<file path="src/shared/pbwp_pkg.sv">
package pbwp_pkg;
  // configuration byte location and layout
  localparam logic [21:0] CFG_ADDR        = 22'h30000a;
  localparam int          LOCK_BITS       = 4;
  localparam int          B0_POS          = 0;
  localparam int          B1_POS          = 1;
  localparam int          B2_POS          = 2;
  localparam int          B3_POS          = 3;
  localparam logic [7:0]  CFG_RESET       = 8'h0f;
  localparam logic [7:0]  CFG_IMPL_MASK   = 8'h0f;
  localparam logic [3:0]  CFG_SMALL_MASK  = 4'h7;
  // program block ranges
  localparam logic [20:0] B0_LO = 21'h000800;
  localparam logic [20:0] B0_HI = 21'h001fff;
  localparam logic [20:0] B1_LO = 21'h002000;
  localparam logic [20:0] B1_HI = 21'h003fff;
  localparam logic [20:0] B2_LO = 21'h004000;
  localparam logic [20:0] B2_HI = 21'h005fff;
  localparam logic [20:0] B3_LO = 21'h006000;
  localparam logic [20:0] B3_HI = 21'h007fff;

  typedef struct packed {
    logic        valid;
    logic [20:0] addr;
  } pbwp_wr_req_t;

  typedef struct packed {
    logic       wr;
    logic       rd;
    logic [21:0] addr;
    logic [7:0] wdata;
  } pbwp_reg_req_t;
endpackage

</file>
<file path="src/hw/pbwp_range_chk.sv">
`timescale 1ns/1ps
module pbwp_range_chk #(
  parameter logic [20:0] LO = 21'h0,
  parameter logic [20:0] HI = 21'h0
) (
  input  wire logic [20:0] addr,
  input  wire logic        lock_bit,
  output wire logic        blocked
);
  if (HI < LO) begin : g_bad_range
    $error("range upper bound below lower bound");
  end

  wire in_range;
  assign in_range = (addr >= LO) && (addr <= HI);
  // cleared bit blocks its range
  assign blocked = in_range && !lock_bit;
endmodule

</file>
<file path="src/hw/pbwp_top.sv">
`timescale 1ns/1ps
module pbwp_top #(
  parameter bit SMALL_VARIANT = 1'b0
) (
  input  wire logic                  mclk,
  input  wire logic                  arst_n,
  input  wire logic                  clk_en,
  input  wire logic                  nv_load,
  input  wire logic [7:0]            nv_data,
  input  wire pbwp_pkg::pbwp_reg_req_t reg_req,
  output logic [7:0]                 reg_rdata,
  input  wire pbwp_pkg::pbwp_wr_req_t  flash_req,
  output logic                       flash_grant,
  output logic                       flash_refused,
  output logic [3:0]                 lock_state
);
  import pbwp_pkg::*;

  logic [3:0] cfg_q;
  logic [3:0] cfg_d;
  logic [7:0] rdata_q;
  logic       grant_q;
  logic       refused_q;

  wire        hit_cfg;
  wire        wr_cfg;
  wire        rd_cfg;
  wire [3:0]  impl_mask;
  wire [3:0]  nv_bits;
  wire [3:0]  blocked;
  wire        any_block;

  assign hit_cfg   = (reg_req.addr == CFG_ADDR);
  assign wr_cfg    = reg_req.wr && hit_cfg;
  assign rd_cfg    = reg_req.rd && hit_cfg;
  // bit 3 absent on small parts
  assign impl_mask = SMALL_VARIANT ? CFG_SMALL_MASK : CFG_IMPL_MASK[3:0];
  assign nv_bits   = nv_data[3:0] & impl_mask;

  // load from storage, software clears only
  always_comb begin
    cfg_d = cfg_q;
    if (nv_load) begin
      cfg_d = nv_bits;
    end else if (wr_cfg) begin
      cfg_d = cfg_q & reg_req.wdata[3:0] & impl_mask;
    end
  end

  always_ff @(posedge mclk or negedge arst_n) begin
    if (!arst_n) begin
      cfg_q <= CFG_RESET[3:0];
    end else if (clk_en) begin
      cfg_q <= cfg_d;
    end
  end

  always_ff @(posedge mclk or negedge arst_n) begin
    if (!arst_n) begin
      rdata_q <= 8'h00;
    end else if (clk_en) begin
      rdata_q <= rd_cfg ? {4'h0, cfg_q | ~impl_mask} : 8'h00;
    end
  end
  assign reg_rdata = rdata_q;

  pbwp_range_chk #(.LO(B0_LO), .HI(B0_HI)) u_b0 (
    .addr     (flash_req.addr),
    .lock_bit (cfg_q[B0_POS]),
    .blocked  (blocked[0])
  );
  pbwp_range_chk #(.LO(B1_LO), .HI(B1_HI)) u_b1 (
    .addr     (flash_req.addr),
    .lock_bit (cfg_q[B1_POS]),
    .blocked  (blocked[1])
  );
  pbwp_range_chk #(.LO(B2_LO), .HI(B2_HI)) u_b2 (
    .addr     (flash_req.addr),
    .lock_bit (cfg_q[B2_POS]),
    .blocked  (blocked[2])
  );
  pbwp_range_chk #(.LO(B3_LO), .HI(B3_HI)) u_b3 (
    .addr     (flash_req.addr),
    .lock_bit (cfg_q[B3_POS] | ~impl_mask[B3_POS]),
    .blocked  (blocked[3])
  );

  assign any_block = |blocked;

  always_ff @(posedge mclk or negedge arst_n) begin
    if (!arst_n) begin
      grant_q   <= 1'b0;
      refused_q <= 1'b0;
    end else if (clk_en) begin
      grant_q   <= flash_req.valid && !any_block;
      refused_q <= flash_req.valid && any_block;
    end
  end
  assign flash_grant   = grant_q;
  assign flash_refused = refused_q;
  assign lock_state    = cfg_q | ~impl_mask;
endmodule

</file>
<file path="config.mk">
export PLATFORM = sky130hd
export DESIGN_NAME = pbwp_top
export DESIGN_NICKNAME = d
export VERILOG_FILES = /design/src/shared/pbwp_pkg.sv /design/src/hw/pbwp_range_chk.sv /design/src/hw/pbwp_top.sv
export SDC_FILE = /design/constraint.sdc
export NUM_CORES = 1
export LEC_CHECK = 0
export CAP_MARGIN = 10
export CORE_MARGIN = 5
export CORE_UTILIZATION = 40
export CTS_CLUSTER_SIZE = 14
export DETAILED_ROUTE_END_ITERATION = 6
export DONT_BUFFER_PORTS = 1
export GPL_TIMING_DRIVEN = 0
export SYNTH_ARGS = -nofsm -noshare
export SYNTH_HDL_FRONTEND = slang
export SYNTH_HIERARCHICAL = 1
export SYNTH_SLANG_ARGS = --single-unit
</file>
<file path="constraint.sdc">
create_clock -name mclk -period 1.2 [get_ports mclk]
set_input_delay 0.24 -clock mclk [delete_from_list [all_inputs] [get_ports mclk]]
set_output_delay 0.24 -clock mclk [all_outputs]
set_load 0.005 [all_outputs]
</file>
==> results_dict.tcl, run 1 <==
set metrics [dict create \
    grt_pass1_wl_um 2580 \
    p_leak_nw 0.3140 \
    hold_violations 0 \
    grt_pass1_vias 637 \
    synth-main-ff-cell "dfrtp_1" \
    rsz0062_at_grt "true" \
    crit_required_ns 1.40 \
    clk_pin_slew_worst_paths_ns 0.06 \
    gr-usage-met2_pct 21.46 \
    setup_ws_ns -0.09534 \
    hold_depth 2 \
    cap_viol_max_count 0 \
    cts_tree "yes" \
    track_usage_pct 13.03 \
    die_w_um 51.33 \
    numCtsBuffers 3 \
    grt_most_used_layer "met2" \
    port_buffers 0 \
    post_cts_buffers 0 \
    clock_latency_ns 0.26 \
    clockRootBuffer "clkbuf_4" \
    dpl_cell_area_um2 715.7 \
    min_path_type "in -> reg" \
    drive_gt1_share_pct 24.36 \
    synthCells 70 \
    syn_area_um2 683.2 \
    hold_slack_ns 0.1214 \
    drc 0 \
    path_max_fanout 4 \
    overflow 0 \
    viasPerCell 6.253 \
    fin_skew_ns 0.0005558 \
    place_hpwl_um 1398 \
    antenna_found_initial 0 \
    ant_nets 0 \
    gp_congestion 0.7146 \
    slew_violations 0 \
    reg2reg_depth 5 \
    grtUsageMet1_pct 15.68 \
    met3_usage_pct 3.207 \
    numClockSinks 10 \
    diodes 0 \
    wl_per_cell_um 17.95 \
    violations "setup timing" \
    ys_seq_area_share_pct 37.36 \
    core-area_um2 1670 \
    fmax_ghz 0.7720 \
    num_rows 15 \
    synth_cell_type_count 26 \
    worstSetupPathType "reg -> reg" \
    pwr_density_cell_nw_per_um2 963.6 \
    clock_path_buffers 2 \
    async_flop_share_pct 100.0 \
    place_ws_ns -0.1962 \
    synth.avg_cell_area_um2 9.759 \
    ir_worst_vdd_mv 0.5357 \
    worstSetupStartpointType "flop" \
    h-tree-depth 1 \
    area_delta_synth_final_pct 12.27 \
    setup_violations 2 \
    io_pins 80 \
    first_iter_violations 7 \
    drtPass1Iterations 4 \
    finalCritPeriodShare_pct 107.9 \
    num-fill-cells 159 \
    critical-path-max-stage-delay_ns 0.58 \
    critPathArrivalTime_ns 1.50 \
    final_nets 145 \
    ys_seq_elements 10 \
    finalCriticalPeriod_ns 1.295 \
    grt_max_degree 11 \
    finalWirelength_um 1705 \
    status "complete, but fails checks" \
    start_util_pct 40.90 \
    cp_slowest_cell "dfstp_2" \
    final_area_um2 767.0 \
    fp.dieArea_um2 2634 \
    die_h_um 51.33 \
    cp_cell_sequence "nor2_1, and4_1, nor4_4, nand3_1, nand2_1" \
    worstSetupEndpointType "flop" \
    ys_warn_count 6 \
    via_count 594 \
    synth_edf_count 0 \
]
[worst paths after layout]
check,startpoint,end,slack (ns)
min reg2reg,flash_grant$_DFFE_PN0P_,flash_grant$_DFFE_PN0P_,0.52
max,lock_state[2]$_DFFE_PN1P_,flash_grant$_DFFE_PN0P_,-0.1
max reg2reg,lock_state[2]$_DFFE_PN1P_,flash_grant$_DFFE_PN0P_,-0.1
min in group asynchronous,arst_n,reg_rdata[3]$_DFFE_PN0P_,0.36
min,flash_req[21],flash_grant$_DFFE_PN0P_,0.12
max in group asynchronous,arst_n,lock_state[1]$_DFFE_PN1P_,0.51
[cell usage after synthesis (3+ instances only)]
cell      count  area share (%)
mux2i_1       4             5.9
dfrtp_1       6              22
a31o_1        4             5.1
nor2_1        6             3.3
a211oi_1      4             4.4
buf_4         4             4.4
nor4b_2       3             6.6
nand2_1       4             2.2
nor4_1        5             4.6
a21oi_1       4             2.9
dfstp_2       4              15
nor2b_1       4             3.7
[through the flow]
step,util (%),TNS [ns],total power (W),instances
final,45.92,-0.1735,0.0007391,95
after global routing,45.92,-0.3845,0.0007900,95
after CTS,45.39,-0.2595,0.0007462,95
after detailed placement,42.85,-0.5375,0.0004986,90
after global placement,42.85,-0.4464,0.0004957,90
after floorplan,-,-0.1705,0.0004756,73
[timing repair]
action | CTS | global route
endpoints found under the setup margin | 2 | 2
hold buffers | 1 | 0
resized for setup | 1 | 1
pin swaps | 4 | 1
endpoints found under the hold margin | 10 | 0
[power by group]
part / internal [W] / total (W) / switching [W] / leakage (nW)
combinational: 0.0000458 / 0.0000892 / 0.0000434 / 0.175
sequential: 0.000377 / 0.000413 / 0.0000362 / 0.124
clock: 0.000128 / 0.000237 / 0.000108 / 0.0150
total: 0.000551 / 0.000739 / 0.000188 / 0.314
[layout by cell type (no fill, tap or decap), drive strengths merged, types with 4 or more instances in the layout]
master,instances
a211oi,4
a31o,4
buf,5
nor4,7
dfrtp,6
mux2i,4
conb,4
clkbuf,4
a21oi,4
nor2b,4
dfstp,4
nor2,6
nand2,4
[kinds of logic after synthesis]
| kind of cell | Yosys count | share of synthesized area [%] |
|---|---|---|
| and+or+nand+nor | 34 | 34.61 |
| AOI/OAI and AO/OA | 14 | 15.38 |
| DFF | 10 | 37.36 |
| buffers and inverters | 7 | 6.227 |
| muxes | 4 | 5.861 |
| other | 1 | 0.5489 |
[state kept, by name (all words and copies together) (netlist names)]
signal,flops
flash_grant,1
lock_state,4
flash_refused,1
reg_rdata,4
[per-layer routing]
layer	up-vias	wire length (um)
li1	282	-
met1	272	686
met2	38	785
met3	2	222
met4	0	10
met5	-	0
[worst max-delay path: cells and delay by family (launching register included)]
| family | cells | cell delay [ns] |
|---|---|---|
| DFF | 1 | 0.58 |
| and+or+nand+nor | 5 | 0.66 |
[cell type report]
type / instances / area, um^2 / share of cell area [%]
multi-input combinational: 56 / 411.6 / 53.67
sequential: 10 / 255.2 / 33.28
buffer: 5 / 35.03 / 4.568
clock buffer: 4 / 26.28 / 3.426
tap: 17 / 21.27 / 2.773
timing repair buffer: 1 / 10.01 / 1.305
inverter: 2 / 7.507 / 0.9788
Note: power is estimated with default switching activity, not from simulation.
==> run 2: changes to the inputs <==
ABC_AREA = 1   (was default)
==> run 2 against run 1 <==
The flow now finishes without violations. Utilization decreased by 0.15 points. Design area increased by 15%. Clock power increased by 22%. Routed wire length decreased by 1.2%.
==> results_dict.tcl, run 2 <==
set metrics [dict create \
    clockRootBuffer "clkbuf_4" \
    setup_violations 0 \
    grt_pass1_vias 667 \
    drtPass1Iterations 3 \
    first_iter_violations 6 \
    placedCellCount 161 \
    mostFrequentLayoutCell "nand2_1" \
    drc 0 \
    ys_warn_count 6 \
    synth-main-ff-cell "dfrtp_1" \
    viasPerCell 4.566 \
    drive_gt1_share_pct 18.71 \
    reg2reg_to "flash_refused$_DFFE_PN0P_" \
    diodes 0 \
    hold_depth 2 \
    antenna_found_initial 0 \
    fmax_ghz 0.8797 \
    grt_pass1_wl_um 2553 \
    synth_cell_type_count 16 \
    fp.dieArea_um2 2943 \
    grt_max_degree 11 \
    reg2reg_slack_ns 0.06 \
    port_buffers 0 \
    ant_nets 0 \
    overflow 0 \
    slew_violations 0 \
    gp_congestion 0.7649 \
    hold_slack_ns 0.1102 \
    timing.rr.start "lock_state[3]$_DFFE_PN1P_" \
    path_max_fanout 5 \
    ir_worst_vdd_mv 0.3951 \
    clock_latency_ns 0.26 \
    synthTopCellsByArea "dfrtp_1 19%, nand2_1 17%, nor2_1 14%, dfstp_2 13%, inv_1 11%" \
    num-fill-cells 213 \
    synth_edf_count 0 \
    yosysTopAreaCellShare_pct 19.17 \
    clock_path_buffers 2 \
    worstSetupPathType "reg -> reg" \
    netlist.top_cell.by_area "dfrtp_1" \
    async_flop_share_pct 100.0 \
    numCtsBuffers 3 \
    status "finished, final reports clean" \
    finalCritPeriodShare_pct 94.73 \
    num_rows 16 \
    fin_skew_ns 0.0002346 \
    cts_tree "yes" \
    min_to "flash_refused$_DFFE_PN0P_" \
    place_hpwl_um 1496 \
    wl_per_cell_um 10.15 \
    finalWirelength_um 1685 \
    clk_pin_slew_worst_paths_ns 0.06 \
    final_cell_mix "35 x nand2_1, 29 x nor2_1, 18 x inv_1" \
    syn_area_um2 783.3 \
    fin_setup_tns_ns 0 \
    h-tree-depth 1 \
    die_h_um 54.25 \
    min_path_type "in -> reg" \
    rsz0062_at_grt "true" \
    area_delta_synth_final_pct 12.30 \
    cap_viol_max_count 0 \
    final_nets 206 \
    die_w_um 54.25 \
    ys_seq_elements 10 \
    reg2reg_depth 7 \
    numClockSinks 10 \
    stdcell_count 166 \
    hold_violations 0 \
    ys_seq_area_share_pct 32.59 \
    min_from "flash_req[21]" \
    ys_top_cells_by_count "35 x nand2_1, 29 x nor2_1, 22 x inv_1" \
    post_cts_buffers 0 \
    crit_required_ns 1.34 \
    via_count 758 \
    synth_most_common_cell "nand2_1" \
    start_util_pct 40.76 \
    critPathArrivalTime_ns 1.28 \
    final_util_pct 45.77 \
    p_leak_nw 0.4477 \
    core-area_um2 1922 \
    track_usage_pct 11.64 \
    io_pins 80 \
    worstSetupStartpointType "flop" \
    synth.avg_cell_area_um2 5.979 \
    worstSetupEndpointType "flop" \
    synthCells 131 \
    pwr_density_cell_nw_per_um2 935.3 \
    finalCriticalPeriod_ns 1.137 \
]
==> run 2: cell count changes in the layout (fill, tap and decap cells not counted), sizes merged, moves of 5 or more <==
cell / delta
nand2: +33
nor2: +27
inv: +21
nand3: +10
nor4: -7
o22ai: +5
==> run 2: through the flow <==
| step | instance area [um^2] | setup WS, ns | power [W] |
|---|---|---|---|
| 3_5_place_dp | 828.3 | 0.04291 | 0.0005284 |
| 2_1_floorplan | 794.5 | 0.1523 | 0.0005032 |
| 5_1_grt | 879.6 | -0.03700 | 0.0008845 |
| 4_1_cts | 874.6 | 0.02866 | 0.0008310 |
| 6_report | 879.6 | 0.06330 | 0.0008227 |
| 3_3_place_gp | 828.3 | 0.05044 | 0.0005258 |
==> run 2: cell families after synthesis <==
logic type,count (synthesis),share of synthesized area [%]
AO/OA/AOI/OAI,6,4.632
flip-flops,10,32.59
AND/OR/NAND/NOR,85,46.17
other,1,0.4788
buffers and inverters,29,16.13
==> run 2: worst max path at each step <==
stage,start,endpoint,slack [ns],cells after the start
floorplan,lock_state[3]$_DFFE_PN1P_,flash_refused$_DFFE_PN0P_,0.15,7
global placement,lock_state[3]$_DFFE_PN1P_,flash_refused$_DFFE_PN0P_,0.05,7
detailed placement,lock_state[3]$_DFFE_PN1P_,flash_refused$_DFFE_PN0P_,0.04,7
CTS,lock_state[3]$_DFFE_PN1P_,flash_refused$_DFFE_PN0P_,0.03,7
global route,lock_state[2]$_DFFE_PN1P_,flash_refused$_DFFE_PN0P_,-0.04,7
finish,lock_state[3]$_DFFE_PN1P_,flash_refused$_DFFE_PN0P_,0.06,7
==> run 2: power breakdown <==
group	internal [W]	leakage (nW)	switching, W
Clock	0.000184	0.0210	0.000106
Combinational	0.0000554	0.303	0.0000708
Sequential	0.000372	0.124	0.0000347
==> run 2: repair_timing <==
action                                  4_1_cts  5_1_grt
endpoints found under the hold margin        10        0
hold buffers                                  1        0
endpoints found under the setup margin        0        2
gates resized for setup                       0        5
==> run 2: layout make-up <==
type	instances	area, um^2	share of cell area [%]
Clock buffer	4	36.28	4.125
Sequential cell	10	255.2	29.02
Tap cell	27	33.78	3.841
Inverter	23	86.33	9.815
Buffer	6	40.04	4.552
Timing Repair Buffer	1	10.01	1.138
Multi-Input combinational cell	95	417.9	47.51
==> run 2: worst max-delay path, stage by stage (launching register included) <==
cell and delay [ns]:
dfstp_2 0.59, inv_2 0.04, nand2_1 0.05, nor2_1 0.04, nor2_1 0.11, nand2_1 0.09
nand3_2 0.06, o21ai_1 0.05
==> run 2: per-layer routing <==
layer,up-vias,track usage [%],wire (um)
li1,405,-,-
met1,319,14.45,672
met2,34,19.12,834
met3,0,1.907,178
met4,0,6.224,0
met5,-,0,0
